[config.mk]
export PLATFORM = sky130hd
export DESIGN_NAME = adcc_ctrl
export DESIGN_NICKNAME = d
export VERILOG_FILES = /design/src/adcc_pkg.sv /design/src/adcc_ctrl.sv
export SDC_FILE = /design/constraint.sdc
export NUM_CORES = 1
export LEC_CHECK = 0
export ABC_AREA = 1
export BUFFER_PORTS_ARGS = -buffer_cell sky130_fd_sc_hd__buf_2
export CORE_MARGIN = 8
export CORE_UTILIZATION = 25
export CTS_BUF_LIST = sky130_fd_sc_hd__clkbuf_8
export CTS_CLUSTER_SIZE = 10
export DETAILED_ROUTE_END_ITERATION = 12
export GPL_ROUTABILITY_DRIVEN = 1
export PLACE_DENSITY_LB_ADDON = 0.2
export SYNTH_ARGS = -nofsm -noshare
export SYNTH_HDL_FRONTEND = slang
export SYNTH_SLANG_ARGS = --single-unit
export TNS_END_PERCENT = 1
[constraint.sdc]
create_clock -name clk_sys -period 5.2 [get_ports clk_sys]
set_clock_uncertainty 0.05 [all_clocks]
set_input_delay 1.3 -clock clk_sys [delete_from_list [all_inputs] [get_ports clk_sys]]
set_output_delay 1.3 -clock clk_sys [all_outputs]
set_load 0.1 [all_outputs]
[src/adcc_pkg.sv]
// adcc_pkg: constants and types of the adc conversion control block
// Behaviour
// - The input mode field picks single ended (00), differential against analog_input_2 (01) or analog_input_6 (10); 11 is unused.
// - Bit 5 of the timing and mode register picks one conversion per start (0) or continuous conversion (1).
// - In continuous mode the rate field gives 2, 4, 8 or 16 ksps for 000 to 011; 1XX is reserved.
// - In single step mode the rate field gives a power-down delay of none, 6 us, 24 us, or stay powered until power-up is cleared.
// - The acquisition field gives a sampling window of 0.75, 3, 12 or 36 us.
// - The justification bit places the result left aligned when 0 and right aligned when 1.
// - Resolution codes 00 to 11 give 6, 8, 10 or 12 bit results, left from high bit 7 or right to low bit 0, unused bits zero.
// - The underflow flag in bit 4 of the format and status register is set when the result is all zeroes.
// - The overflow flag in bit 3 of the format and status register is set when the result is all ones.
// - Bit 2 of the format and status register always reads the OR of overflow and underflow.
// - The result register at 0xd4 returns the high byte of the aligned result.
// - The result register at 0xd5 returns the low byte of the aligned result.
// - Busy stays high while a conversion runs and drops when the result bytes are loaded.
// - Continuous mode starts conversions at the set rate and powers the converter down between them.
// - Differential results use offset binary coding, passed through from the converter unchanged.
package adcc_pkg;
   localparam logic [7:0] ADDR_FMT_STAT = 8'hd1;
   localparam logic [7:0] ADDR_TIM_MODE = 8'hd2;
   localparam logic [7:0] ADDR_RES_HI   = 8'hd4;
   localparam logic [7:0] ADDR_RES_LO   = 8'hd5;
   localparam logic [7:0] RST_REG       = 8'h00;
   localparam int BIT_CONT  = 5;
   localparam int BIT_RJUST = 5;
   localparam int BIT_UFLOW = 4;
   localparam int BIT_OFLOW = 3;
   localparam int BIT_RANGE = 2;
   localparam int CLK_NS    = 25;
   // times in ns as printed, cycle counts rounded up (least times)
   localparam int T_WAKE_PD_NS = 15000;
   localparam int T_WAKE_SB_NS = 600;
   localparam int T_ACQ0_NS = 750;
   localparam int T_ACQ1_NS = 3000;
   localparam int T_ACQ2_NS = 12000;
   localparam int T_ACQ3_NS = 36000;
   localparam int T_PD1_NS  = 6000;
   localparam int T_PD2_NS  = 24000;
   localparam int T_PER_2K_NS = 500000;
   localparam logic [10:0] WAKE_PD_CYC = 11'((T_WAKE_PD_NS+CLK_NS-1)/CLK_NS);
   localparam logic [10:0] WAKE_SB_CYC = 11'((T_WAKE_SB_NS+CLK_NS-1)/CLK_NS);
   localparam logic [10:0] ACQ0_CYC = 11'((T_ACQ0_NS+CLK_NS-1)/CLK_NS);
   localparam logic [10:0] ACQ1_CYC = 11'((T_ACQ1_NS+CLK_NS-1)/CLK_NS);
   localparam logic [10:0] ACQ2_CYC = 11'((T_ACQ2_NS+CLK_NS-1)/CLK_NS);
   localparam logic [10:0] ACQ3_CYC = 11'((T_ACQ3_NS+CLK_NS-1)/CLK_NS);
   localparam logic [10:0] PD1_CYC  = 11'((T_PD1_NS+CLK_NS-1)/CLK_NS);
   localparam logic [10:0] PD2_CYC  = 11'((T_PD2_NS+CLK_NS-1)/CLK_NS);
   localparam int PER_2K_CYC = T_PER_2K_NS/CLK_NS;
   typedef enum logic [2:0] {
      ST_IDLE = 3'b000,
      ST_WAKE = 3'b001,
      ST_ACQ  = 3'b010,
      ST_CONV = 3'b011,
      ST_HOLD = 3'b100,
      ST_GAP  = 3'b101
   } adcc_state_t;
   typedef struct packed {
      logic [7:0] addr;
      logic [7:0] wdata;
      logic       wr;
      logic       rd;
   } adcc_sfr_req_t;
endpackage

[src/adcc_ctrl.sv]
// adcc_ctrl: adc sequencing, configuration and result registers
`timescale 1ns/10ps
module adcc_ctrl import adcc_pkg::*; #(
   parameter int PER_2K = PER_2K_CYC
) (
   input  wire logic          clk_sys,
   input  wire logic          rst,
   input  wire adcc_sfr_req_t sfr_req,
   output logic [7:0]         sfr_rdata,
   input  wire logic          pwrup,
   input  wire logic          conv_start,
   input  wire logic          adc_done,
   input  wire logic [11:0]   adc_raw,
   output logic               busy,
   output logic               adc_pwr,
   output logic               adc_sample,
   output logic               adc_conv,
   output logic [1:0]         adc_resol,
   output logic [1:0]         input_mode
);
   adcc_state_t state_ff, nxt_state;
   logic [7:0]  tim_ff, nxt_tim, fmt_ff, nxt_fmt;
   logic [7:0]  hi_ff, nxt_hi, lo_ff, nxt_lo, rd_ff, nxt_rd;
   logic        uf_ff, nxt_uf, of_ff, nxt_of;
   logic        busy_ff, nxt_busy, pwr_ff, nxt_pwr;
   logic        smp_ff, nxt_smp, cnv_ff, nxt_cnv;
   logic [10:0] cnt_ff, nxt_cnt;
   logic [15:0] per_ff, nxt_per;
   logic        forever_ff, nxt_forever;
   logic [11:0] mask;
   logic [15:0] aligned;
   logic [15:0] period;
   logic [10:0] acq_cyc;
   logic        cont;
   logic        load;

   assign cont = tim_ff[BIT_CONT];
   assign load = (state_ff == ST_CONV) && adc_done;

   // result shaping: converter code is masked and aligned but not recoded, so offset binary
   // coding of differential inputs reaches software as is
   always_comb begin
      mask = 12'(12'hfff >> (6 - 2*fmt_ff[7:6]));
      if (fmt_ff[BIT_RJUST]) begin
         aligned = {4'h0, adc_raw & mask};
      end else begin
         aligned = 16'({4'h0, adc_raw & mask} << (10 - 2*fmt_ff[7:6]));
      end
      case (tim_ff[1:0])
         2'b00:   acq_cyc = ACQ0_CYC;
         2'b01:   acq_cyc = ACQ1_CYC;
         2'b10:   acq_cyc = ACQ2_CYC;
         default: acq_cyc = ACQ3_CYC;
      endcase
      // reserved rate codes 1xx behave as their low two bits
      period = 16'(PER_2K >> tim_ff[3:2]);
   end

   // register file: result and flags are not writable
   always_comb begin
      nxt_tim = tim_ff;
      nxt_fmt = fmt_ff;
      nxt_hi  = hi_ff;
      nxt_lo  = lo_ff;
      nxt_uf  = uf_ff;
      nxt_of  = of_ff;
      nxt_rd  = rd_ff;
      if (sfr_req.wr) begin
         if (sfr_req.addr == ADDR_TIM_MODE) begin
            nxt_tim = sfr_req.wdata;
         end else if (sfr_req.addr == ADDR_FMT_STAT) begin
            nxt_fmt = {sfr_req.wdata[7:5], 5'h00};
         end
      end
      if (load) begin
         nxt_hi = aligned[15:8];
         nxt_lo = aligned[7:0];
         nxt_uf = ((adc_raw & mask) == 12'h000);
         nxt_of = ((adc_raw & mask) == mask);
      end
      if (sfr_req.rd) begin
         if (sfr_req.addr == ADDR_FMT_STAT) begin
            // range bit is the or of both flags, unused low bits zero
            nxt_rd = {fmt_ff[7:5], uf_ff, of_ff,
                      uf_ff | of_ff, 2'b00};
         end else if (sfr_req.addr == ADDR_TIM_MODE) begin
            nxt_rd = tim_ff;
         end else if (sfr_req.addr == ADDR_RES_HI) begin
            nxt_rd = hi_ff;
         end else if (sfr_req.addr == ADDR_RES_LO) begin
            nxt_rd = lo_ff;
         end else begin
            nxt_rd = 8'h00;
         end
      end
   end

   always_ff @(posedge clk_sys) begin
      if (rst) begin
         tim_ff <= RST_REG;
         fmt_ff <= RST_REG;
         hi_ff  <= RST_REG;
         lo_ff  <= RST_REG;
         rd_ff  <= RST_REG;
         uf_ff  <= 1'b0;
         of_ff  <= 1'b0;
      end else begin
         tim_ff <= nxt_tim;
         fmt_ff <= nxt_fmt;
         hi_ff  <= nxt_hi;
         lo_ff  <= nxt_lo;
         rd_ff  <= nxt_rd;
         uf_ff  <= nxt_uf;
         of_ff  <= nxt_of;
      end
   end

   // sequencer: wake, acquire, convert, then idle, hold or gap
   always_comb begin
      nxt_state   = state_ff;
      nxt_cnt     = (cnt_ff != 11'd0) ? cnt_ff - 11'd1 : cnt_ff;
      nxt_per     = (per_ff != 16'd0) ? per_ff - 16'd1 : per_ff;
      nxt_busy    = busy_ff;
      nxt_pwr     = pwr_ff;
      nxt_smp     = 1'b0;
      nxt_cnv     = 1'b0;
      nxt_forever = forever_ff;
      case (state_ff)
         ST_IDLE, ST_GAP, ST_HOLD: begin
            // cleared power-up or mode change ends a gap or hold
            if (!pwrup && state_ff != ST_IDLE) begin
               nxt_state = ST_IDLE;
               nxt_pwr   = 1'b0;
            end else if (pwrup && (cont ? (state_ff != ST_GAP ||
                         per_ff <= 16'd1) : conv_start)) begin
               nxt_state = ST_WAKE;
               nxt_busy  = 1'b1;
               nxt_pwr   = 1'b1;
               nxt_per   = period;
               // standby wakes faster than full power-down
               nxt_cnt   = (state_ff == ST_HOLD) ? WAKE_SB_CYC
                                                 : WAKE_PD_CYC;
            end else if (state_ff == ST_GAP && !cont) begin
               nxt_state = ST_IDLE;
            end else if (state_ff == ST_HOLD && !forever_ff &&
                         cnt_ff <= 11'd1) begin
               nxt_state = ST_IDLE;
               nxt_pwr   = 1'b0;
            end
         end
         ST_WAKE: begin
            if (cnt_ff <= 11'd1) begin
               nxt_state = ST_ACQ;
               nxt_smp   = 1'b1;
               nxt_cnt   = acq_cyc;
            end
         end
         ST_ACQ: begin
            nxt_smp = 1'b1;
            if (cnt_ff <= 11'd1) begin
               nxt_state = ST_CONV;
               nxt_smp   = 1'b0;
               nxt_cnv   = 1'b1;
            end
         end
         ST_CONV: begin
            nxt_cnv = 1'b1;
            if (adc_done) begin
               nxt_cnv  = 1'b0;
               nxt_busy = 1'b0;
               if (cont) begin
                  nxt_state = ST_GAP;
                  nxt_pwr   = 1'b0;
               end else begin
                  nxt_forever = 1'b0;
                  case (tim_ff[3:2])
                     2'b00: begin
                        nxt_state = ST_IDLE;
                        nxt_pwr   = 1'b0;
                     end
                     2'b01: begin
                        nxt_state = ST_HOLD;
                        nxt_cnt   = PD1_CYC;
                     end
                     2'b10: begin
                        nxt_state = ST_HOLD;
                        nxt_cnt   = PD2_CYC;
                     end
                     default: begin
                        nxt_state   = ST_HOLD;
                        nxt_forever = 1'b1;
                     end
                  endcase
               end
            end
         end
         default: begin
            nxt_state = ST_IDLE;
            nxt_pwr   = 1'b0;
            nxt_busy  = 1'b0;
         end
      endcase
   end

   always_ff @(posedge clk_sys) begin
      if (rst) begin
         state_ff   <= ST_IDLE;
         cnt_ff     <= 11'd0;
         per_ff     <= 16'd0;
         busy_ff    <= 1'b0;
         pwr_ff     <= 1'b0;
         smp_ff     <= 1'b0;
         cnv_ff     <= 1'b0;
         forever_ff <= 1'b0;
      end else begin
         state_ff   <= nxt_state;
         cnt_ff     <= nxt_cnt;
         per_ff     <= nxt_per;
         busy_ff    <= nxt_busy;
         pwr_ff     <= nxt_pwr;
         smp_ff     <= nxt_smp;
         cnv_ff     <= nxt_cnv;
         forever_ff <= nxt_forever;
      end
   end

   assign sfr_rdata  = rd_ff;
   assign busy       = busy_ff;
   assign adc_pwr    = pwr_ff;
   assign adc_sample = smp_ff;
   assign adc_conv   = cnv_ff;
   assign adc_resol  = fmt_ff[7:6];
   assign input_mode = tim_ff[7:6];

   // checks
   property p_busy_drop;
      @(posedge clk_sys) disable iff (rst)
      load |=> !busy && hi_ff == $past(aligned[15:8]);
   endproperty
   a_busy_drop: assert property (p_busy_drop)
      else $error("busy or high byte wrong after load");
   property p_lo_load;
      @(posedge clk_sys) disable iff (rst)
      load |=> lo_ff == $past(aligned[7:0]);
   endproperty
   a_lo_load: assert property (p_lo_load)
      else $error("low byte wrong after load");
   property p_uflow;
      @(posedge clk_sys) disable iff (rst)
      load && (adc_raw & mask) == 12'h000 |=> uf_ff && !of_ff;
   endproperty
   a_uflow: assert property (p_uflow)
      else $error("underflow not flagged");
   property p_oflow;
      @(posedge clk_sys) disable iff (rst)
      load && (adc_raw & mask) == mask |=> of_ff;
   endproperty
   a_oflow: assert property (p_oflow)
      else $error("overflow not flagged");
   property p_range;
      @(posedge clk_sys) disable iff (rst)
      sfr_req.rd && sfr_req.addr == ADDR_FMT_STAT |=>
         sfr_rdata[BIT_RANGE] == (sfr_rdata[BIT_UFLOW] |
         sfr_rdata[BIT_OFLOW]) && sfr_rdata[1:0] == 2'b00;
   endproperty
   a_range: assert property (p_range)
      else $error("range bit or unused bits wrong");
   property p_ro_hi;
      @(posedge clk_sys) disable iff (rst)
      sfr_req.wr && sfr_req.addr == ADDR_RES_HI && !load |=>
         $stable(hi_ff);
   endproperty
   a_ro_hi: assert property (p_ro_hi)
      else $error("result byte took a write");
   property p_acq_len;
      @(posedge clk_sys) disable iff (rst)
      $rose(adc_sample) && tim_ff[1:0] == 2'b00 |->
         adc_sample[*8] ##22 adc_sample ##1 !adc_sample;
   endproperty
   a_acq_len: assert property (p_acq_len)
      else $error("acquisition window not 30 cycles");
   property p_no_pd;
      @(posedge clk_sys) disable iff (rst)
      load && !cont && tim_ff[3:2] == 2'b00 |=> !adc_pwr;
   endproperty
   a_no_pd: assert property (p_no_pd)
      else $error("converter still powered with zero delay");
   property p_gap_off;
      @(posedge clk_sys) disable iff (rst)
      load && cont |=> !adc_pwr && state_ff == ST_GAP;
   endproperty
   a_gap_off: assert property (p_gap_off)
      else $error("converter not powered down between samples");
endmodule

==> results.ini, run 1 <==
[drt]
vias=4338
wl_mm=13.4
ant_nets=0
wl_per_cell_um=14.2
post_drt_via_cell_ratio=4.58
dr.pass1.iters=6
drc=0
drt_iter0_markers=193

[worst_setup_path]
r2r-end=cnt_ff[7]
crit_arrival_ns=1.72
crit_family=flip-flops
cp_max_fo=21
crit_start=fmt_ff[6]
reg2reg_slack_ns=2.86
reg2reg_depth=13
critical_path.max_stage_delay_ns=0.79
crit_type=register to output port
timing.rr.start=per_ff[0]
critPathBufInv=1
path_cells=buf_2
startpoint_type=register
cp_num_cells=1
crit_slowest_cell=dfxtp_1
critPathCaptureType=output port
crit_required_ns=3.85
critPathCapture=adc_resol[0]

[min_path]
hold_path.class=register to register
holdPathStages=2

[job]
maxCapViolations=0

[timing]
clock.fmax_mhz=326
hold_violations=0
finalWorstPathRequiredPeriod_ns=3.07
max_slew_margin_pct=43.1
final_max_slew_viol_count=0
max_slew.worst_pin.slew_ns=0.852
period_share_pct=59.0
tns_ns=0
rsz0062_at_grt=no
finalSetupViolCount=0

[power_and_ir_drop]
p_per_area_mw_per_mm2=456
leakagePower_nw=2.28
ir_drop_mv=0.165

[floorplanning]
ios=51
rows=49
chipHeight_um=150
start_util_pct=25.2
core-area_mm2=0.0177
fp.dieW_um=150
die_area_mm2=0.0224

[place]
placed_area_mm2=0.00487
port_buffers=50
gp_congestion=0.832
place_hpwl_mm=10.6

[cts]
holdBufCountCts=0
numCtsBuffers=9
root_buffer=clkbuf_8
clock_sink_count=72
tritoncts=yes
post-cts-setup-buffers=0
clock_path_buffers=2
cts.repair.resized=0
cts.htree.levels=3
clkTransAtPathRegs_ns=0.07
clkLatencyLatePin_ns=0.37

[global_routing]
antenna_found_initial=0
grt_pass1_wl_mm=22.1
grtUsageTotal_pct=12.6
grt_pass1_vias=4269
grt_max_degree=40
overflow=0

[finish]
antenna_cells=0
final_cell_area_mm2=0.00506
drive_gt1_share_pct=12.2
syn2layout_area_growth_pct=13.3
nNetsFinal=766

[yosys]
ys_warn_count=0
syn_inst=675
ys_ff_latch=72
ys_async_sr_fraction_pct=0
synth_area_mm2=0.00446
synth_cell_types=40
synth_nets=727
yosysSeqAreaShare_pct=32.3
synth_flop_cell=dfxtp_1
synth_edf_count=0
avgSynthCellArea_um2=6.61

[outcome]
status=finished, final reports clean

## cell usage after synthesis (10+ instances only)
cell type	instances	area, µm²
dfxtp_1	72	1440
nor2_1	81	304
nand2_1	141	529
nor3_1	12	60.1
clkbuf_1	12	45.0
xor2_1	11	96.3
o21ai_0	49	245
nand4_1	10	62.6
nand3_1	48	240
inv_1	77	289
ha_1	17	213
a21oi_1	68	340
## worst min path at each step
| stage | to | slack, ns | start |
|---|---|---|---|
| 6_report | adc_pwr | 0.42 | adc_pwr |
| 2_1_floorplan | lo_ff[4] | 0.37 | lo_ff[4] |
| 4_1_cts | adc_pwr | 0.42 | adc_pwr |
| 3_5_place_dp | adc_pwr | 0.41 | adc_pwr |
| 3_3_place_gp | busy | 0.40 | busy |
| 5_1_grt | adc_pwr | 0.44 | adc_pwr |
## logic make-up (layout without fill, tap and decap cells)
kind of cell | count (synthesis) | count (layout) | synth area share [%]
simple gates | 310 | 310 | 30.2
flops | 72 | 72 | 32.3
fa+ha+maj | 17 | 17 | 4.77
xor+xnor | 14 | 14 | 2.75
compound gates | 155 | 155 | 19.9
buf+inv | 107 | 151 | 10.1
## per-layer routing
metal  global-route usage [%]  up-vias  wire, µm
li1                         -     2313         -
met1                     15.0     1964      6140
met2                     21.8       54      6750
met3                     3.05        7       436
met4                     3.94        0       109
met5                        0        -         0
## stage by stage
step | std cells | util, % | worst slack (ns) | hold WS (ns) | total power (W)
2_1_floorplan | 675 | - | 2.71 | 0.375 | 0.00164
3_3_place_gp | 932 | 27.5 | 2.04 | 0.397 | 0.00192
3_5_place_dp | 932 | 27.5 | 2.03 | 0.407 | 0.00190
4_1_cts | 948 | 28.5 | 2.11 | 0.418 | 0.00233
5_1_grt | 948 | 28.5 | 2.04 | 0.440 | 0.00253
6_report | 948 | 28.5 | 2.13 | 0.415 | 0.00231
## worst reg2reg max path, cell delays in order, from the launching register on
cell       delay (ns)
dfxtp_1          0.37
inv_1            0.14
ha_1             0.27
inv_1            0.08
nand2_1          0.07
nand2_1          0.04
nor2_1           0.09
nand2_1          0.10
nand2_2          0.10
nand3_2          0.34
nand2_1          0.30
inv_1            0.11
o2111ai_1        0.08
nand2_1          0.07
## cell usage in the layout (no fill, tap or decap), drive strengths merged, types with 2 or more instances in the layout
cell type / n
nand2: 145
nor2: 86
inv: 85
dfxtp: 72
a21oi: 68
buf: 51
o21ai: 50
nand3: 49
ha: 17
nor3: 12
clkbuf: 12
xor2: 11
nand4: 10
a211oi: 7
o211ai: 6
a31oi: 6
a22oi: 5
nor4: 5
o21bai: 4
o22ai: 4
o221ai: 3
xnor2: 3
clkinv: 2
## where the power goes
part	total, W	switching [W]	leakage [nW]	internal [W]
Combinational	0.00112	0.000734	1.59	0.000381
Sequential	0.000769	0.000109	0.586	0.000660
Clock	0.000421	0.000213	0.101	0.000208
## flip-flops by register name (all words and copies together) (netlist names)
| register | flops |
|---|---|
| adc_conv | 1 |
| adc_pwr | 1 |
| adc_sample | 1 |
| busy | 1 |
| cnt_ff | 11 |
| fmt_ff | 3 |
| forever_ff | 1 |
| hi_ff | 8 |
| lo_ff | 8 |
| of_ff | 1 |
| per_ff | 16 |
| sfr_rdata | 8 |
| state_ff | 3 |
| tim_ff | 8 |
| uf_ff | 1 |
## area by class of cell
cell class / count / area (µm²)
clock buffers: 12 / 165
clock inverters: 4 / 20.0
fillers: 2007 / 12700
inverters: 84 / 317
multi-input cells: 496 / 2570
flip-flops and latches: 72 / 1440
well taps: 229 / 287
repair buffers: 51 / 258
Note: power is estimated with default switching activity, not from simulation.
==> run 2, diff against run 1 <==
--- a/config.mk
+++ b/config.mk
@@ -5,7 +5,7 @@
 export SDC_FILE = /design/constraint.sdc
 export NUM_CORES = 1
 export LEC_CHECK = 0
-export ABC_AREA = 1
+export ABC_AREA = 0
 export BUFFER_PORTS_ARGS = -buffer_cell sky130_fd_sc_hd__buf_2
 export CORE_MARGIN = 8
 export CORE_UTILIZATION = 25
==> constraint.sdc (replaced) <==
create_clock -name clk_sys -period 2.62 [get_ports clk_sys]
set_clock_uncertainty 0.05 [all_clocks]
set_input_delay 0.655 -clock clk_sys [delete_from_list [all_inputs] [get_ports clk_sys]]
set_output_delay 0.655 -clock clk_sys [all_outputs]
set_load 0.1 [all_outputs]
==> run 2 against run 1 <==
Against the previous run:
- final cell count decreased by 12%
- critical endpoint is now cnt_ff[10]
- first-iteration DRC count increased by 15%
- sequential cell count unchanged
- combinational power increased by 44%
- die area increased by 1.8%
- via count decreased by 1.2%
- non-clock buffer count increased by 21
- routed wire length increased by 3.5%
- critical path depth increased by 4
- global-route usage decreased by 0.12 points
- worst hold slack got worse by 0.0093 ns
==> results.ini, run 2 <==
[finish]
mostFrequentLayoutCells=dfxtp_1, nand2_1, buf_2  ; was nand2_1, nor2_1, inv_1
final_util_pct=29.7  ; was 28.5%
drive_gt1_share_pct=20.2  ; was 12.2%
fill_cells=2000  ; was 2007
nNetsFinal=651  ; was 766
top_regs=per_ff x16, cnt_ff x11  ; unchanged
antenna_cells=0  ; unchanged
syn2layout_area_growth_pct=16.7  ; was 13.3%
largest_reg_flops=16  ; unchanged
regMostFlops=per_ff  ; unchanged
mostFrequentLayoutCell=dfxtp_1  ; was nand2_1

[cts]
cts.htree.levels=3  ; unchanged
cts.repair.resized=0  ; unchanged
holdBufCountCts=0  ; unchanged
clkLatencyLatePin_ns=0.37  ; about the same
root_buffer=clkbuf_8  ; unchanged
clkTransAtPathRegs_ns=0.08  ; was 0.07 ns
clock_sink_count=72  ; unchanged
post-cts-setup-buffers=0  ; unchanged
numCtsBuffers=9  ; unchanged
clock_path_buffers=2  ; unchanged
tritoncts=yes  ; unchanged

[yosys]
ys_warn_count=0  ; unchanged
yosysSeqAreaShare_pct=31.7  ; was 32.3%
synth_nets=607  ; was 727
ys_ff_latch=72  ; unchanged
ys_async_sr_fraction_pct=0  ; unchanged
synth_edf_count=0  ; unchanged
syn_inst=555  ; was 675
avgSynthCellArea_um2=8.20  ; was 6.61 µm²
synth_area_leader_cell=dfxtp_1  ; unchanged
synth_area_mm2=0.00455  ; was 0.00446 mm²
yosys-top-cells-area=dfxtp_1, mux2i_1, ha_1, nand2_1, a21oi_1  ; was dfxtp_1, nand2_1, a21oi_1, nor2_1, inv_1
synth_commonest_cells=dfxtp_1, nand2_1, nor2_1, a21oi_1, nand3_1  ; was nand2_1, nor2_1, inv_1, dfxtp_1, a21oi_1
yosysMostFrequentCell=dfxtp_1  ; was nand2_1
synth_cell_types=77  ; was 40
synth_top_cell_area_share_pct=31.7  ; was 32.3%
synth_flop_cell=dfxtp_1  ; unchanged

[outcome]
status=finished, final reports clean  ; unchanged

[floorplanning]
die_area_mm2=0.0228  ; was 0.0224 mm²
rows=49  ; unchanged
core-area_mm2=0.0179  ; was 0.0177 mm²
ios=51  ; unchanged
start_util_pct=25.4  ; was 25.2%
chipHeight_um=151  ; was 150 µm
fp.dieW_um=151  ; was 150 µm

[power_and_ir_drop]
power.total_w=0.00415  ; was 0.00231 W
leakagePower_nw=1.99  ; was 2.28 nW
p_per_area_mw_per_mm2=782  ; was 456 mW/mm²
ir_drop_mv=0.276  ; was 0.165 mV

[global_routing]
grt_max_degree=60  ; was 40
grtUsageTotal_pct=12.5  ; was 12.6%
grt_pass1_vias=4287  ; was 4269
antenna_found_initial=0  ; unchanged
grt_pass1_wl_mm=22.6  ; was 22.1 mm
overflow=0  ; unchanged

[timing]
finalSetupViolCount=0  ; unchanged
rsz0062_at_grt=no  ; unchanged
max_slew_margin_pct=43.2  ; was 43.1%
finalWorstPathRequiredPeriod_ns=2.45
clock.fmax_mhz=409
final_max_slew_viol_count=0  ; unchanged
hold_violations=0  ; unchanged
max_slew.worst_pin.slew_ns=0.845  ; was 0.852 ns
tns_ns=0  ; unchanged
period_share_pct=93.4

[worst_setup_path]
cp_max_fo=13  ; was 21
critPathCaptureType=register  ; was output port
crit_arrival_ns=2.62  ; was 1.72 ns
startpoint_type=register  ; unchanged
crit_type=register to register  ; was register to output port
crit_required_ns=2.80  ; was 3.85 ns
reg2reg_depth=5  ; was 13

[drt]
wl_mm=13.9  ; was 13.4 mm
post_drt_via_cell_ratio=5.14  ; was 4.58
vias=4285  ; was 4338
drt_iter0_markers=222  ; was 193
ant_nets=0  ; unchanged
dr.pass1.iters=4  ; was 6
wl_per_cell_um=16.7  ; was 14.2 µm
drc=0  ; unchanged

[place]
gp_congestion=0.810  ; was 0.832
place_hpwl_mm=10.3  ; was 10.6 mm
port_buffers=50  ; unchanged

[min_path]
hold_path.class=register to register  ; unchanged
holdPathStages=2  ; unchanged

[job]
maxCapViolations=0  ; unchanged

run 2: cell count changes after synthesis, sizes merged, moves of 7 or more:
cell    before  now
nor2        86   46
nand2b       0   11
o21ai       50   25
nand3       49   29
nor3        12   21
a211oi       7   15
mux2i        0   25
nand2      145   52
inv         83   14
or3          0    7
o31ai        1   11
a21oi       68   35
clkbuf      12   30
or4          0    8
run 2: report_power, final:
| part | leakage (nW) | total (W) | internal, W | switching [W] |
|---|---|---|---|---|
| combinational | 1.28 | 0.00161 | 0.000692 | 0.000921 |
| sequential | 0.587 | 0.00142 | 0.00124 | 0.000185 |
| clock | 0.128 | 0.00112 | 0.000655 | 0.000460 |
run 2: worst paths after layout:
kind | slack, ns | to | from
max | 0.17 | cnt_ff[10] | per_ff[2]
min | 0.41 | lo_ff[2] | lo_ff[2]
max reg2reg | 0.17 | cnt_ff[10] | per_ff[2]
min reg2reg | 0.41 | lo_ff[2] | lo_ff[2]
run 2: through the flow:
stage / hold WS, ns / instances / cell area, µm² / setup slack, ns
floorplan: 0.382 / 555 / 4550 / 0.348
global placement: 0.391 / 817 / 5050 / 0.181
detailed placement: 0.395 / 817 / 5050 / 0.145
CTS: 0.407 / 833 / 5290 / 0.133
global route: 0.420 / 833 / 5310 / 0.0439
finish: 0.406 / 833 / 5310 / 0.173
run 2: area by class of cell:
type	instances	area [µm²]	area share (%)
timing repair buffer	72	415	7.82
tap	229	287	5.39
sequential	72	1440	27.1
inverter	15	56.3	1.06
clock buffer	10	138	2.59
clock inverter	6	108	2.03
multi-input combinational	429	2870	54.0
run 2: critical path: stages, from the launching register on:
cell      delay, ns
dfxtp_1        0.37
or4_4          0.59
or3_4          0.40
o21a_2         0.31
o211ai_1       0.40
o32ai_1        0.18
run 2: logic make-up after synthesis:
group	Yosys count	synth area share, %
AOI/OAI and AO/OA	147	22.4
xor gates and xnor gates	16	3.08
adders and majority gates	17	4.67
buffers and inverters	54	5.83
DFF	72	31.7
muxes	30	6.74
and+or+nand+nor	219	25.6
run 2: metal layers:
layer  routed length, µm  vias up  global-route usage (%)  share of wire, %
met5                   0        -                       0                 0
met4                 201        0                    3.17               1.4
met3                 640       16                    3.79               4.6
met2                6830      115                    21.3                49
met1                6230     2012                    15.0                45
li1                    -     2142                       -                 -
==> run 3, diff against run 2 <==
--- a/config.mk
+++ b/config.mk
@@ -9,7 +9,6 @@
 export BUFFER_PORTS_ARGS = -buffer_cell sky130_fd_sc_hd__buf_2
 export CORE_MARGIN = 8
 export CORE_UTILIZATION = 25
-export CTS_BUF_LIST = sky130_fd_sc_hd__clkbuf_8
 export CTS_CLUSTER_SIZE = 10
 export DETAILED_ROUTE_END_ITERATION = 12
 export GPL_ROUTABILITY_DRIVEN = 1
==> run 3 against run 2 <==
Against the previous run:
- sequential power about the same
- routed wire length down 0.32%
- core utilization up 0.57 points
- total power up 8.1%
- first-iteration DRC count up 27%
- maximum frequency up 0.90%
- clock-buffer cell count up 1
- via count down 0.35%
- worst setup slack better by 0.022 ns
- cell area up 1.9%
- critical path type unchanged
- largest cell class unchanged
==> results.ini, run 3 (synthesis results as in run 2) <==
[worst_setup_path]
crit_required_ns=2.76  ; was 2.80 ns
crit_family=simple AND/OR/NAND/NOR gates  ; unchanged
critPathCaptureType=register  ; unchanged
cp_max_fo=13  ; unchanged
crit_type=register to register  ; unchanged
crit_arrival_ns=2.57  ; was 2.62 ns
startpoint_type=register  ; unchanged
critPathBufInv=0  ; unchanged
path_cells=or4_4 -> or3_4 -> o21a_2 -> o211ai_1 -> o32ai_1  ; unchanged
crit_slowest_cell=or4_4  ; unchanged
critical_path.max_stage_delay_ns=0.59  ; about the same

[timing]
hold_violations=0  ; unchanged
tns_ns=0  ; unchanged
final_max_slew_viol_count=0  ; unchanged
clock.fmax_mhz=412  ; was 409 MHz
finalSetupViolCount=0  ; unchanged
max_slew_margin_pct=44.2  ; was 43.2%
rsz0062_at_grt=no  ; unchanged
period_share_pct=92.5  ; was 93.4%
max_slew.worst_pin.slew_ns=0.829  ; was 0.845 ns
finalWorstPathRequiredPeriod_ns=2.42  ; was 2.45 ns

[finish]
mostFrequentLayoutCells=dfxtp_1, nand2_1, buf_2  ; unchanged
mostFrequentLayoutCell=dfxtp_1  ; unchanged
largest_reg_flops=16  ; unchanged
drive_gt1_share_pct=20.2  ; unchanged
antenna_cells=0  ; unchanged
top_regs=per_ff x16, cnt_ff x11  ; unchanged
final_cell_area_mm2=0.00541  ; was 0.00531 mm²
syn2layout_area_growth_pct=18.9  ; was 16.7%
nNetsFinal=651  ; unchanged
regMostFlops=per_ff  ; unchanged
final_cells=833  ; unchanged
final_util_pct=30.2  ; was 29.7%

[cts]
root_buffer=clkbuf_16  ; was clkbuf_8
numCtsBuffers=9  ; unchanged
clkLatencyLatePin_ns=0.34  ; was 0.37 ns
post-cts-setup-buffers=0  ; unchanged
holdBufCountCts=0  ; unchanged
tritoncts=yes  ; unchanged
clock_sink_count=72  ; unchanged
clock_path_buffers=2  ; unchanged
cts.htree.levels=3  ; unchanged
clkTransAtPathRegs_ns=0.06  ; was 0.08 ns
cts.repair.resized=0  ; unchanged

[place]
port_buffers=50  ; unchanged
placed_area_mm2=0.00505  ; unchanged
placed_cells=817  ; unchanged
gp_congestion=0.810  ; unchanged
place_hpwl_mm=10.3  ; unchanged

[floorplanning]
ios=51  ; unchanged
rows=49  ; unchanged
chipHeight_um=151  ; unchanged
fp.dieW_um=151  ; unchanged
die_area_mm2=0.0228  ; unchanged
core-area_mm2=0.0179  ; unchanged
start_util_pct=25.4  ; unchanged

[min_path]
hold_path.class=register to register  ; unchanged

[power_and_ir_drop]
p_switching_w=0.00160  ; was 0.00157 W
pwr-share-comb_pct=35.9  ; was 38.8%
ir_drop_mv=0.327  ; was 0.276 mV
seqPwrFrac_pct=31.8  ; was 34.3%
p_per_area_mw_per_mm2=830  ; was 782 mW/mm²
clkPwrFrac_pct=32.4  ; was 26.9%
leakagePower_nw=2.03  ; was 1.99 nW
intPower_w=0.00289  ; was 0.00259 W
switching_share_pct=35.6  ; was 37.7%

[drt]
dr.pass1.iters=4  ; unchanged
ant_nets=0  ; unchanged
drc=0  ; unchanged
drt_iter0_markers=282  ; was 222
post_drt_via_cell_ratio=5.13  ; was 5.14
wl_per_cell_um=16.6  ; was 16.7 µm
vias=4270  ; was 4285
wl_mm=13.9  ; about the same

[job]
maxCapViolations=0  ; unchanged

[global_routing]
grt_pass1_wl_mm=22.6  ; unchanged
grt_pass1_vias=4315  ; was 4287
overflow=0  ; unchanged
grtUsageTotal_pct=12.5  ; about the same
grt_max_degree=60  ; unchanged
antenna_found_initial=0  ; unchanged

[outcome]
status=finished, final reports clean  ; unchanged

## run 3: changes by cell type in the layout (fill, tap and decap cells not counted), sizes merged
cell and delta:
clkbuf +1, inv -1
## run 3: area by class of cell
type / instances / area (µm²)
sequential: 72 / 1440
tap: 229 / 287
timing repair buffer: 72 / 415
fill: 1989 / 12500
clock buffer: 11 / 243
inverter: 15 / 56.3
clock inverter: 5 / 104
multi-input combinational: 429 / 2870
## run 3: per-stage QoR
stage	hold WS, ns	setup slack, ns	power (W)
6_report	0.403	0.195	0.00449
2_1_floorplan	0.382	0.348	0.00264
3_5_place_dp	0.395	0.145	0.00301
4_1_cts	0.403	0.137	0.00449
5_1_grt	0.416	0.0491	0.00478
3_3_place_gp	0.391	0.181	0.00299
## run 3: worst paths after layout
check        startpoint    endpoint  slack, ns  cells past startpoint
max reg2reg   per_ff[2]  cnt_ff[10]       0.20                      5
min reg2reg    lo_ff[2]    lo_ff[2]       0.40                      2
max           per_ff[2]  cnt_ff[10]       0.20                      5
min            lo_ff[2]    lo_ff[2]       0.40                      2
## run 3: tightest hold or removal path, stage by stage (launching register included)
cell,delay (ns)
dfxtp_1,0.31
nand2_1,0.05
a21oi_1,0.05
## run 3: routing by layer
| metal | part of all wire [%] | vias to the layer above | global-route usage [%] | routed length [µm] |
|---|---|---|---|---|
| met5 | 0 | - | 0 | 0 |
| met4 | 1.9 | 0 | 4.65 | 258 |
| met3 | 3.9 | 20 | 2.90 | 543 |
| met2 | 49 | 91 | 21.3 | 6770 |
| met1 | 45 | 2015 | 15.0 | 6290 |
| li1 | - | 2144 | - | - |
## run 3: power by group through the flow
stage / Clock, W / Combinational (W) / Sequential [W]
floorplan: 0 / 0.00118 / 0.00146
global placement: 0 / 0.00155 / 0.00144
detailed placement: 0 / 0.00156 / 0.00144
CTS: 0.00150 / 0.00158 / 0.00142
global route: 0.00153 / 0.00178 / 0.00146
finish: 0.00145 / 0.00161 / 0.00143
